===== src/verilog/scr_pkg.sv =====
// Constants shared by the synthesizer configuration block
package scr_pkg;
   localparam int          ADDR_W      = 7;
   localparam int          RATE_W      = 51;  // 16 x 16 x 16 plus three bits for x8
   localparam int          NUM_SYNTH   = 4;   // Synthesizers that share the trim
   localparam int          SYNTH_SHIFT = 3;   // Multiply by eight
   localparam int          TRIM_FRAC   = 32;  // Trim step is 2^-TRIM_FRAC of nominal
   // Register offsets
   localparam logic [6:0]  FEC_ADDR    = 7'h64;
   localparam logic [6:0]  SRC_ADDR    = 7'h70;
   localparam logic [6:0]  OEN_ADDR    = 7'h71;
   localparam logic [6:0]  LOCK_ADDR   = 7'h72;
   localparam logic [6:0]  TRIM_ADDR   = 7'h73;
   // Reset values
   localparam logic [31:0] FEC_RST     = 32'h00010001;
   localparam logic [7:0]  SRC_RST     = 8'h10;
   localparam logic [7:0]  OEN_RST     = 8'h01;
   localparam logic [7:0]  LOCK_RST    = 8'hAA;
   localparam logic [31:0] TRIM_RST    = 32'h046AAAAB;
   // Writable bits; the rest are reserved
   localparam logic [7:0]  SRC_WMASK   = 8'h11;
   localparam logic [7:0]  OEN_WMASK   = 8'h05;
   localparam logic [7:0]  LOCK_WMASK  = 8'h0F;
   // Field positions
   localparam int          FEC_NUM_LSB = 16;
   localparam int          SRC_A_BIT   = 0;
   localparam int          SRC_B_BIT   = 4;
   localparam int          OEN_A_BIT   = 0;
   localparam int          OEN_B_BIT   = 2;
   localparam int          LOCK_A_LSB  = 0;
   localparam int          LOCK_B_LSB  = 2;
   // Lock figures after reset
   localparam logic [3:0]  LIM_RST_US  = 4'hA;
   localparam logic [3:0]  WIN_RST_S   = 4'h1;
   // Lock criterion codes
   typedef enum logic [1:0] {
      LK_RESERVED = 2'b00,
      LK_1US_1S   = 2'b01,
      LK_10US_1S  = 2'b10,
      LK_10US_10S = 2'b11
   } scr_lock_type;
endpackage : scr_pkg


===== src/verilog/scr_cfg_if.sv =====
// Carrier between the register file and its two helper modules
`timescale 1ns/1ps
interface scr_cfg_if;
   import scr_pkg::*;
   logic [15:0]           fec_num;   // FEC numerator
   logic [15:0]           fec_den;   // FEC denominator
   logic [15:0]           base_hz;   // Base rate in Hz
   logic [15:0]           base_mul;  // Base multiplier
   logic [RATE_W-1:0]     rate_num;  // Base x mult x 8 x numerator
   logic [1:0][1:0]       crit;      // Lock criterion per loop
   logic [1:0][3:0]       lim_us;    // Phase limit in us per loop
   logic [1:0][3:0]       win_s;     // Window in s per loop
   modport regs (output fec_num, fec_den, base_hz, base_mul, crit,
                 input rate_num, lim_us, win_s);
   modport rate (input fec_num, fec_den, base_hz, base_mul, output rate_num);
   modport lock (input crit, output lim_us, win_s);
endinterface : scr_cfg_if


===== src/verilog/scr_lock_decode.sv =====
// Turns each loop's lock criterion code into a phase limit and window
`timescale 1ns/1ps
module scr_lock_decode
   import scr_pkg::*;
(
   // Clock and reset
   input  wire logic clock,
   input  wire logic rst,
   // Configuration carrier
   scr_cfg_if.lock   cfg
);
   logic [1:0][3:0] lim_q, lim_d; // Phase limit in us
   logic [1:0][3:0] win_q, win_d; // Window in s

   // Limit and window of a code; reserved code keeps the old figures
   function automatic logic [7:0] crit_fig(input logic [1:0] c, input logic [7:0] old);
      case (scr_lock_type'(c))
         LK_1US_1S:   crit_fig = {4'h1, 4'h1};
         LK_10US_1S:  crit_fig = {4'hA, 4'h1};
         LK_10US_10S: crit_fig = {4'hA, 4'hA};
         default:     crit_fig = old;
      endcase
   endfunction : crit_fig

   // Next figures, one decoder per loop
   for (genvar g = 0; g < 2; g++) begin : g_loop
      always_comb begin
         {lim_d[g], win_d[g]} = crit_fig(cfg.crit[g], {lim_q[g], win_q[g]});
      end
   end

   // Registered figures
   always_ff @(posedge clock) begin
      if (rst) begin
         lim_q <= {LIM_RST_US, LIM_RST_US};
         win_q <= {WIN_RST_S, WIN_RST_S};
      end else begin
         lim_q <= lim_d;
         win_q <= win_d;
      end
   end

   assign cfg.lim_us = lim_q;
   assign cfg.win_s  = win_q;
endmodule : scr_lock_decode


===== src/verilog/scr_rate_calc.sv =====
// Two-stage product of base rate, multiplier, eight and FEC numerator
`timescale 1ns/1ps
module scr_rate_calc
   import scr_pkg::*;
(
   // Clock and reset
   input  wire logic clock,
   input  wire logic rst,
   // Configuration carrier
   scr_cfg_if.rate   cfg
);
   logic [31:0]       p1_q, p1_d;     // Base x multiplier
   logic [15:0]       num_q, num_d;   // Numerator aligned with p1
   logic [RATE_W-1:0] rate_q, rate_d; // Full product

   // Next values of the multiply pipeline
   always_comb begin
      p1_d   = 32'(cfg.base_hz) * 32'(cfg.base_mul);
      num_d  = cfg.fec_num;
      // Widen before multiplying; a bare product in a concatenation keeps only 32 bits
      rate_d = RATE_W'({48'(p1_q) * 48'(num_q), 3'b000});
   end

   // Pipeline registers
   always_ff @(posedge clock) begin
      if (rst) begin
         p1_q   <= 32'h00000000;
         num_q  <= 16'h0000;
         rate_q <= '0;
      end else begin
         p1_q   <= p1_d;
         num_q  <= num_d;
         rate_q <= rate_d;
      end
   end

   assign cfg.rate_num = rate_q;
endmodule : scr_rate_calc


===== src/verilog/scr_synth_cfg.sv =====
// Synthesizer configuration registers on the serial management port
`timescale 1ns/1ps
module scr_synth_cfg
   import scr_pkg::*;
(
   // Clock and reset
   input  wire logic                    clock,
   input  wire logic                    rst,
   // Byte register access from the serial port engine
   input  wire logic [ADDR_W-1:0]       reg_addr,
   input  wire logic                    reg_wr,
   input  wire logic                    reg_rd,
   input  wire logic [7:0]              reg_wdata,
   output logic      [7:0]              reg_rdata,
   output logic                         reg_rvalid,
   // Base rate settings held elsewhere
   input  wire logic [15:0]             base_rate_hz,
   input  wire logic [15:0]             base_rate_multiplier,
   // Synthesizer B rate settings
   output logic      [15:0]             synth_b_fec_numerator,
   output logic      [15:0]             synth_b_fec_denominator,
   output logic      [RATE_W-1:0]       synth_b_rate_product,
   // Loop source and output gating
   output logic                         synth_a_loop_source,
   output logic                         synth_b_loop_source,
   output logic                         synth_a_out_en,
   output logic                         synth_b_out_en,
   // Lock criteria
   output logic      [1:0]              loop_a_lock_criterion,
   output logic      [1:0]              loop_b_lock_criterion,
   output logic      [3:0]              loop_a_phase_limit_us,
   output logic      [3:0]              loop_a_window_s,
   output logic      [3:0]              loop_b_phase_limit_us,
   output logic      [3:0]              loop_b_window_s,
   // Centre rate trim, one copy per synthesizer
   output logic signed [NUM_SYNTH-1:0][31:0] synth_rate_trim
);
   // Register storage
   logic [31:0] fec_q,  fec_d;   // FEC ratio
   logic [7:0]  src_q,  src_d;   // Loop source select
   logic [7:0]  oen_q,  oen_d;   // Output enables
   logic [7:0]  lock_q, lock_d;  // Lock criterion select
   logic [31:0] trim_q, trim_d;  // Oscillator rate trim
   // Read return
   logic [7:0]  rdata_q, rdata_d;
   logic        rvalid_q, rvalid_d;
   // Per-synthesizer trim copies
   logic signed [NUM_SYNTH-1:0][31:0] trim_bc_q;

   // Carrier to the helpers
   scr_cfg_if cfg ();

   // Parameter sanity, refused at elaboration
   if (RATE_W < 51) begin : g_rate_w_chk
      $error("Rate product too narrow");
   end

   // Byte lane of a 32-bit register, lowest address holds the top byte
   function automatic int lane_of(input logic [ADDR_W-1:0] a,
                                  input logic [ADDR_W-1:0] base);
      logic [1:0] idx;
      idx = 2'(a - base);
      lane_of = 3 - int'(idx);
   endfunction : lane_of

   // True when the address lies in a four-byte register
   function automatic logic in_word(input logic [ADDR_W-1:0] a,
                                    input logic [ADDR_W-1:0] base);
      in_word = (a >= base) && (a <= base + 7'h03);
   endfunction : in_word

   // Merge written byte with reserved reset bits
   function automatic logic [7:0] keep_resv(input logic [7:0] w,
                                            input logic [7:0] rstv,
                                            input logic [7:0] msk);
      keep_resv = (w & msk) | (rstv & ~msk);
   endfunction : keep_resv

   // Next register contents and read data
   always_comb begin
      fec_d    = fec_q;
      src_d    = src_q;
      oen_d    = oen_q;
      lock_d   = lock_q;
      trim_d   = trim_q;
      rdata_d  = rdata_q;
      rvalid_d = reg_rd;
      // Writes; unmapped addresses are ignored
      if (reg_wr) begin
         if (in_word(reg_addr, FEC_ADDR)) begin
            // Numerator high half, denominator low half
            fec_d[lane_of(reg_addr, FEC_ADDR)*8 +: 8] = reg_wdata;
         end else if (in_word(reg_addr, TRIM_ADDR)) begin
            trim_d[lane_of(reg_addr, TRIM_ADDR)*8 +: 8] = reg_wdata;
         end else if (reg_addr == SRC_ADDR) begin
            src_d = keep_resv(reg_wdata, SRC_RST, SRC_WMASK);
         end else if (reg_addr == OEN_ADDR) begin
            oen_d = keep_resv(reg_wdata, OEN_RST, OEN_WMASK);
         end else if (reg_addr == LOCK_ADDR) begin
            lock_d = keep_resv(reg_wdata, LOCK_RST, LOCK_WMASK);
         end
      end
      // Reads; unmapped addresses return zero
      if (reg_rd) begin
         if (in_word(reg_addr, FEC_ADDR)) begin
            rdata_d = fec_q[lane_of(reg_addr, FEC_ADDR)*8 +: 8];
         end else if (in_word(reg_addr, TRIM_ADDR)) begin
            rdata_d = trim_q[lane_of(reg_addr, TRIM_ADDR)*8 +: 8];
         end else if (reg_addr == SRC_ADDR) begin
            rdata_d = src_q;
         end else if (reg_addr == OEN_ADDR) begin
            rdata_d = oen_q;
         end else if (reg_addr == LOCK_ADDR) begin
            rdata_d = lock_q;
         end else begin
            rdata_d = 8'h00;
         end
      end
   end

   // Register file flops
   always_ff @(posedge clock) begin
      if (rst) begin
         fec_q    <= FEC_RST;
         src_q    <= SRC_RST;
         oen_q    <= OEN_RST;
         lock_q   <= LOCK_RST;
         trim_q   <= TRIM_RST;
         rdata_q  <= 8'h00;
         rvalid_q <= 1'b0;
      end else begin
         fec_q    <= fec_d;
         src_q    <= src_d;
         oen_q    <= oen_d;
         lock_q   <= lock_d;
         trim_q   <= trim_d;
         rdata_q  <= rdata_d;
         rvalid_q <= rvalid_d;
      end
   end

   // Same trim to every synthesizer; each scales its rate by 1+X/2^32
   for (genvar s = 0; s < NUM_SYNTH; s++) begin : g_trim
      always_ff @(posedge clock) begin
         if (rst) begin
            trim_bc_q[s] <= TRIM_RST;
         end else begin
            trim_bc_q[s] <= signed'(trim_d);
         end
      end
   end

   // Feed the helpers
   assign cfg.fec_num  = fec_q[31:FEC_NUM_LSB];
   assign cfg.fec_den  = fec_q[FEC_NUM_LSB-1:0];
   assign cfg.base_hz  = base_rate_hz;
   assign cfg.base_mul = base_rate_multiplier;
   assign cfg.crit     = {lock_q[LOCK_B_LSB +: 2], lock_q[LOCK_A_LSB +: 2]};

   // Rate product pipeline
   scr_rate_calc u_rate (
      .clock (clock),
      .rst   (rst),
      .cfg   (cfg.rate)
   );

   // Lock criterion decoders
   scr_lock_decode u_lock (
      .clock (clock),
      .rst   (rst),
      .cfg   (cfg.lock)
   );

   // Outputs, all from flops
   assign reg_rdata               = rdata_q;
   assign reg_rvalid              = rvalid_q;
   assign synth_b_fec_numerator   = fec_q[31:FEC_NUM_LSB];
   assign synth_b_fec_denominator = fec_q[FEC_NUM_LSB-1:0];
   assign synth_b_rate_product    = cfg.rate_num;
   assign synth_a_loop_source     = src_q[SRC_A_BIT];
   assign synth_b_loop_source     = src_q[SRC_B_BIT];
   assign synth_a_out_en          = oen_q[OEN_A_BIT];
   assign synth_b_out_en          = oen_q[OEN_B_BIT];
   assign loop_a_lock_criterion   = lock_q[LOCK_A_LSB +: 2];
   assign loop_b_lock_criterion   = lock_q[LOCK_B_LSB +: 2];
   assign loop_a_phase_limit_us   = cfg.lim_us[0];
   assign loop_a_window_s         = cfg.win_s[0];
   assign loop_b_phase_limit_us   = cfg.lim_us[1];
   assign loop_b_window_s         = cfg.win_s[1];
   assign synth_rate_trim         = trim_bc_q;
endmodule : scr_synth_cfg

===== config.mk =====
export PLATFORM = sky130hd
export DESIGN_NAME = scr_synth_cfg
export DESIGN_NICKNAME = d
export VERILOG_FILES = /design/src/verilog/scr_pkg.sv /design/src/verilog/scr_cfg_if.sv /design/src/verilog/scr_lock_decode.sv /design/src/verilog/scr_rate_calc.sv /design/src/verilog/scr_synth_cfg.sv
export SDC_FILE = /design/constraint.sdc
export NUM_CORES = 2
export LEC_CHECK = 0
export BUFFER_PORTS_ARGS = -buffer_cell sky130_fd_sc_hd__buf_2
export CAP_MARGIN = 40
export CORE_MARGIN = 1.5
export CORE_UTILIZATION = 45
export DETAILED_ROUTE_END_ITERATION = 10
export PLACE_DENSITY = 0.6
export SYNTH_ARGS = -nofsm -noshare
export SYNTH_HDL_FRONTEND = slang
export SYNTH_HIERARCHICAL = 1
export SYNTH_SLANG_ARGS = --single-unit

===== constraint.sdc =====
create_clock -name clock -period 9.42 [get_ports clock]
set_input_delay 0.942 -clock clock [delete_from_list [all_inputs] [get_ports clock]]
set_output_delay 0.942 -clock clock [all_outputs]
set_load 0.005 [all_outputs]

# ---- Word level (Yosys, flattened, before mapping)
# Cells that the tools add are included.
dict set report totals {
  regBits 196
  latchBits 0
  mem_bits_rw 0
  mem_bits_ro 0
  inputBits 51
  output_inout_bits 244
  word_cells 64
  mem_count 0
}
dict set report op_classes {
  addsub 6
  mul 2
  div_mod_pow 0
  order_cmp 4
  n_eq_ne 9
  n_shift 6
  muxes 9
  bitwise 4
  n_reduce_logical 9
}
# cell count
set op_table {}
lappend op_table {{$neg A6 Y33} 2}
lappend op_table {{$shift A8 B33 Y32 const A} 2}
lappend op_table {{$shiftx A8 B33 Y32} 2}
lappend op_table {{$bwmux W32} 2}
lappend op_table {{$shiftx A32 B6 Y8} 2}
lappend op_table {{$mul A32 B16 Y48} 1}
lappend op_table {{$pmux W8 S3} 2}
lappend op_table {{$mux W8} 5}
lappend op_table {{$mul A16 B16 Y32} 1}
lappend op_table {{$eq A7 B7 Y1 const B} 3}
lappend op_table {{$ge A7 B7 Y1 const B} 2}
lappend op_table {{$le A7 B7 Y1 const B} 2}
lappend op_table {{$eq A2 B2 Y1 const B} 4}
lappend op_table {{$reduce_and A6 Y1} 1}
lappend op_table {{$reduce_bool A3 Y1} 2}
lappend op_table {{$sub A2 B2 Y3 const A} 2}
lappend op_table {{$reduce_and A5 Y1} 1}
lappend op_table {{$eq A2 B1 Y1 const B} 2}
lappend op_table {{$not A1 Y1} 4}
lappend op_table {{$reduce_and A4 Y1} 1}
lappend op_table {{$reduce_and A3 Y1} 1}
lappend op_table {{$logic_and A1 B1 Y1} 2}
lappend op_table {{$reduce_and A2 Y1} 1}
lappend op_table {{$sub A2 B1 Y2 const B} 1}
lappend op_table {{$sub A2 B2 Y2 const B} 1}

# ---- Depth between registers and ports, before layout
dict set report logic_depth {
  word_depth 6
  ltp_mapped 24
  depth_no_buf 22
}

# ---- Modules after synthesis
# The synthesis kept the hierarchy.
# mod n_inst cells_per_inst area_each_um2 seq_area_each_um2
set modules_own_cells {}
lappend modules_own_cells {scr_rate_calc 1 3096 27202.3 1921.8}
lappend modules_own_cells {scr_synth_cfg 1 516 4539.4 1621.6}
lappend modules_own_cells {scr_lock_decode 1 36 327.8 160.2}

# ---- Worst setup path after synthesis
# No wires, ideal clock.
dict set report synth_timing {
  path_type {input -> register}
  from {input base_rate_multiplier[6]}
  to {register u_rate.p1_q[28]}
  setup_time_ns 0.121
  arrival_time_ns 6.459
  required_ns 9.299
  slack_ns 2.840
  path_stages 20
  path_buffers 1
  path_cell_list {clkbuf_1 -> nand2_1 -> fa_1 -> inv_1 -> fa_1 -> inv_1 -> fa_1 -> fa_1 -> fa_1 -> inv_1 -> fa_1 -> ha_1 -> a21oi_1 -> o21ai_0 -> or3_1 -> o2111ai_2 -> a21oi_1 -> a21bo_2 -> a211oi_2 -> mux2_2}
}
dict set report synth_between {
  elab_chain_len 1
}
# item line
set synth_rtl {}
lappend synth_rtl {{start, declared} scr_synth_cfg.sv:18} ;# input wire logic [15:0] base_rate_multiplier,
lappend synth_rtl {{$mul A16 B16 Y32} scr_rate_calc.sv:18} ;# p1_d = 32'(cfg.base_hz) * 32'(cfg.base_mul);
lappend synth_rtl {{end signal, assigned} scr_rate_calc.sv:31} ;# p1_q <= p1_d;
lappend synth_rtl {{end, declared} scr_rate_calc.sv:12} ;# logic [31:0] p1_q, p1_d;
# Every way passes these cells.
# A chain may end at the register's enable or synchronous reset.

# ---- Worst setup path in the final report
dict set report layout_timing {
  from {register u_rate.num_q[2]}
  to {register u_rate.rate_q[40], in the netlist u_rate/cfg.rate_num[40]}
}
dict set report layout_between {
  elab_chain_len 1
}
# item line
set layout_rtl {}
lappend layout_rtl {{start, declared} scr_rate_calc.sv:13} ;# logic [15:0] num_q, num_d;
lappend layout_rtl {{start signal, assigned} scr_rate_calc.sv:32} ;# num_q <= num_d;
lappend layout_rtl {{$mul A32 B16 Y48} scr_rate_calc.sv:21} ;# rate_d = RATE_W'({48'(p1_q) * 48'(num_q), 3'b000});
lappend layout_rtl {{end signal, assigned} scr_rate_calc.sv:33} ;# rate_q <= rate_d;
lappend layout_rtl {{end, declared} scr_rate_calc.sv:14} ;# logic [RATE_W-1:0] rate_q, rate_d;
# Every way passes these cells.

==> results.md <==
| Parameter | Value |
|:---|:---|
| Wire length of the first global-routing pass | 138 mm |
| Hpwl dp | 68.0 mm |
| Cell with the biggest individual delay on the critical path | sky130_fd_sc_hd__dfxtp_1 |
| Critical setup path kind | reg -> reg |
| Via count of the first global-routing pass | 24976 |
| Post-synth ARST share | 0% |
| Final worst-path cycle share | 75.7% |
| R2R Path End | u_rate/cfg.rate_num[40] |
| Fraction of power consumed by combinational cells | 68.0% |
| Run status | completed |
| Die Footprint | 72900 µm² |
| Number of failing setup endpoints in the final timing report | 0 |
| Gate count after technology mapping | 3648 |
| CTS H-tree depth | 4 |
| Starting density of the core | 45.6% |
| Post-CTS Setup Repair Bufs | 0 |
| Routability-driven placement congestion ratio | 0.934 |
| Final Skew | 0.0174 ns |
| Pwr Total | 6.01 mW |
| Start point of the worst min-delay path | reg_rdata[5] |
| Sequential share of power | 19.6% |
| RSZ-0062 raised after global routing | no |
| Fmax | 140 MHz |
| Type of destination of the critical path | register |
| Synth unique cells | 97 |
| Critical path startpoint category | register |
| Max capacitance violation total | 0 |
| Antenna viol nets, final | 0 |
| Share of synthesized area occupied by flip-flops and latches | 11.5% |
| Power per cell area | 176 nW/µm² |
| Congestion Overflow GR | 0 |
| Yosys warnings | 6 |
| Chip Height | 270 µm |
| Cells along the critical path | buf_4 -> nand2_1 -> fa_1 -> fa_1 -> fa_1 -> inv_1 -> fa_1 -> fa_1 -> inv_1 -> fa_1 -> inv_1 -> ha_1 -> nand2_1 -> o21ai_0 -> nor2_1 -> a21oi_1 -> a21o_1 -> a21oi_2 -> and4b_1 -> or4_1 |
| Global-route usage over all layers | 24.0% |
| Share of post-route cells with drive strength above 1 | 10.9% |
| Number of remaining DRC errors | 0 |
| Period minus WS final | 7.13 ns |
| Setup slack on the worst flop-to-flop path | 2.29 ns |
| Most common cell type on the critical path | sky130_fd_sc_hd__fa_1 |
| Placeable core area | 70300 µm² |
| Worst reg2reg startpoint | u_rate/num_q[2] |
| Count of instances resized after the clock tree is built | 0 |
| Clk Tree Root Cell | sky130_fd_sc_hd__clkbuf_16 |
| Total clock sinks | 185 |
| Ports | 295 |
| Pin count of the biggest net entering global routing | 68 |
| Nets@finish | 4605 |
| Antenna violations before repair | 2 |
| Switching power summed over all nets | 3.06 mW |
| Via-per-instance ratio | 5.22 |
| Total iterations of the first detailed-routing run | 5 |
| Area of the mapped netlist | 32100 µm² |
| Critical path required time | 9.78 ns |
| DRC marker count from the first detailed-route iteration | 1472 |
| Setup TNS after final layout | 0 ns |
| Final-report hold violation count | 0 |
| Routed length per instance | 18.3 µm |
| Maximum buffer depth of the clock tree | 2 |
| Tightest Pin Transition | 0.922 ns |
| Horizontal die dimension | 270 µm |
| TritonCTS buffer count | 17 |
| Via total after detailed routing | 24368 |
| Max stage delay on crit path | 0.87 ns |
| Max Fanout on Critical Path | 17 |
| Path class of the lowest-slack min-delay path | reg -> reg |
| Number of cells on the worst reg-to-reg path | 20 |
| Top cell type by total area after synthesis | sky130_fd_sc_hd__fa_1 |
| Total Wirelength | 85.6 mm |
| Clock slew at reported path FFs | 0.08 ns |
| PortBufs | 287 |
| Mean post-synth cell area | 8.79 µm² |
| Clock latency on the worst-skew pair | 0.50 ns |
| Relative slew slack | 38.4% |
| Number of flops mapped to enable cells by yosys | 0 |
| Part of the power in the clock network | 12.4% |
| CTS tree | yes |
| Int Power | 2.95 mW |
| Top FF cell, synth | sky130_fd_sc_hd__dfxtp_1 |
| Hold Path End | reg_rdata[5] |
| #FFs+latches synth | 185 |
| Total count of max-transition violations in the final report | 0 |
| Worst path arrival time | 7.49 ns |
| Switching Fraction | 50.9% |
| Fraction of post-synthesis cell area in the top cell type by area | 38.2% |
| Number of stages on the worst hold path | 2 |
| Num rows | 97 |
| Largest voltage drop on the vdd net | 386 µV |
| Largest cells by area after synthesis | sky130_fd_sc_hd__fa_1 38%, sky130_fd_sc_hd__dfxtp_1 12%, sky130_fd_sc_hd__ha_1 8.9%, sky130_fd_sc_hd__inv_1 7.9%, sky130_fd_sc_hd__nand2_1 7.0% |
| Area Growth Syn to Fin | 6.43% |
| LEAKAGE | 16.9 nW |
| Number of hold buffers added after cts | 0 |
## cell usage in the layout (no fill, tap or decap), types with 8 or more instances in the layout
| master | count |
|---|---|
| sky130_fd_sc_hd__nand2b_1 | 9 |
| sky130_fd_sc_hd__nor4_1 | 12 |
| sky130_fd_sc_hd__o21bai_1 | 15 |
| sky130_fd_sc_hd__buf_4 | 23 |
| sky130_fd_sc_hd__mux4_2 | 16 |
| sky130_fd_sc_hd__o21a_1 | 10 |
| sky130_fd_sc_hd__nand4_1 | 16 |
| sky130_fd_sc_hd__nor3_1 | 24 |
| sky130_fd_sc_hd__and2_1 | 305 |
| sky130_fd_sc_hd__a211o_1 | 8 |
| sky130_fd_sc_hd__buf_2 | 287 |
| sky130_fd_sc_hd__fa_1 | 612 |
| sky130_fd_sc_hd__xnor2_1 | 29 |
| sky130_fd_sc_hd__ha_1 | 229 |
| sky130_fd_sc_hd__nand3_1 | 57 |
| sky130_fd_sc_hd__clkbuf_16 | 17 |
| sky130_fd_sc_hd__mux2i_1 | 8 |
| sky130_fd_sc_hd__dfxtp_1 | 185 |
| sky130_fd_sc_hd__nand2_1 | 601 |
| sky130_fd_sc_hd__or3_1 | 16 |
| sky130_fd_sc_hd__and3_1 | 15 |
| sky130_fd_sc_hd__nor2_1 | 114 |
| sky130_fd_sc_hd__nor2b_1 | 39 |
| sky130_fd_sc_hd__xor2_1 | 29 |
| sky130_fd_sc_hd__a21oi_1 | 131 |
| sky130_fd_sc_hd__a21o_1 | 30 |
| sky130_fd_sc_hd__inv_1 | 678 |
| sky130_fd_sc_hd__a31oi_1 | 8 |
| sky130_fd_sc_hd__o21ai_0 | 54 |
## how the worst max path moves through the flow
stage | startpoint | endpoint | slack [ns] | cells past startpoint
floorplan | base_rate_multiplier[6] | u_rate/p1_q[28] | 2.84 | 20
global placement | u_rate/num_q[12] | u_rate/cfg.rate_num[48] | 2.29 | 19
detailed placement | base_rate_hz[5] | u_rate/p1_q[26] | 2.36 | 20
CTS | u_rate/num_q[1] | u_rate/cfg.rate_num[40] | 2.34 | 20
global route | u_rate/num_q[2] | u_rate/cfg.rate_num[40] | 2.03 | 20
finish | u_rate/num_q[2] | u_rate/cfg.rate_num[40] | 2.29 | 20
## critical path: cells and delay by family (launching register included)
| family | cells | cell delay, ns |
|---|---|---|
| and+or+nand+nor | 5 | 0.89 |
| DFF | 1 | 0.87 |
| adders and majority gates | 7 | 3.48 |
| buffers and inverters | 4 | 0.51 |
| AOI/OAI and AO/OA | 4 | 1.21 |
## routing by layer
| layer | vias to the layer above | share of wire [%] | track usage, % | routed length (µm) |
|---|---|---|---|---|
| li1 | 11126 | - | - | - |
| met1 | 12372 | 45 | 33.8 | 38300 |
| met4 | 0 | 1.7 | 5.96 | 1480 |
| met3 | 101 | 5.8 | 3.19 | 4940 |
| met2 | 769 | 48 | 39.2 | 40900 |
| met5 | - | 0 | 0 | 0 |
## power groups by stage
stage	logic [mW]	clock network (mW)	registers, mW
global placement	4.07	0	1.19
finish	4.08	0.747	1.18
CTS	4.12	0.772	1.17
global route	4.71	0.802	1.19
detailed placement	4.08	0	1.19
floorplan	3.33	0	0.944
## cell usage after synthesis (29+ instances only)
cell	n
sky130_fd_sc_hd__a21o_1	30
sky130_fd_sc_hd__a21oi_1	131
sky130_fd_sc_hd__and2_1	305
sky130_fd_sc_hd__buf_4	109
sky130_fd_sc_hd__clkbuf_1	151
sky130_fd_sc_hd__dfxtp_1	185
sky130_fd_sc_hd__fa_1	612
sky130_fd_sc_hd__ha_1	229
sky130_fd_sc_hd__inv_1	678
sky130_fd_sc_hd__nand2_1	601
sky130_fd_sc_hd__nand3_1	57
sky130_fd_sc_hd__nor2_1	114
sky130_fd_sc_hd__nor2b_1	39
sky130_fd_sc_hd__o21ai_0	54
sky130_fd_sc_hd__xnor2_1	29
sky130_fd_sc_hd__xor2_1	29
## final cells by class
cell class | count | area (µm²)
Inverter | 679 | 2550
Sequential cell | 185 | 3700
Clock inverter | 14 | 175
Timing Repair Buffer | 316 | 1750
Multi-Input combinational cell | 2514 | 24300
Antenna cell | 2 | 5.00
Tap cell | 940 | 1180
Clock buffer | 18 | 429
Fill cell | 6798 | 36100
## per-stage QoR
stage	cells	instance area, µm²	setup WS [ns]	hold slack [ns]	utilization, %
floorplan	3653	32100	2.84	0.444	-
global placement	4628	33400	2.29	0.430	47.5
detailed placement	4634	33500	2.36	0.442	47.7
CTS	4666	34100	2.34	0.462	48.6
global route	4666	34100	2.03	0.484	48.6
finish	4668	34100	2.29	0.456	48.6
## sequential cells by signal, indices dropped and copies added (netlist names)
signal	cells
reg_rvalid	1
reg_rdata	8
fec_q	32
u_rate/p1_q	32
src_q	2
synth_rate_trim	32
u_lock/cfg.win_s	4
oen_q	2
u_lock/cfg.lim_us	4
lock_q	4
u_rate/num_q	16
u_rate/cfg.rate_num	48
## cell families (layout without fill, tap and decap cells)
family / Yosys count / in the layout / synth area share (%)
AO/OA/AOI/OAI: 325 / 325 / 6.53
XOR/XNOR: 58 / 58 / 1.58
adder cells (fa/ha/maj): 841 / 841 / 47.1
buffers and inverters: 954 / 1027 / 12.6
flip-flops: 185 / 185 / 11.5
multiplexers: 30 / 30 / 1.61
other: 2 / 9 / 0.0234
AND/OR/NAND/NOR: 1253 / 1253 / 19.0
No activity file was read; power rests on OpenSTA's default activity.
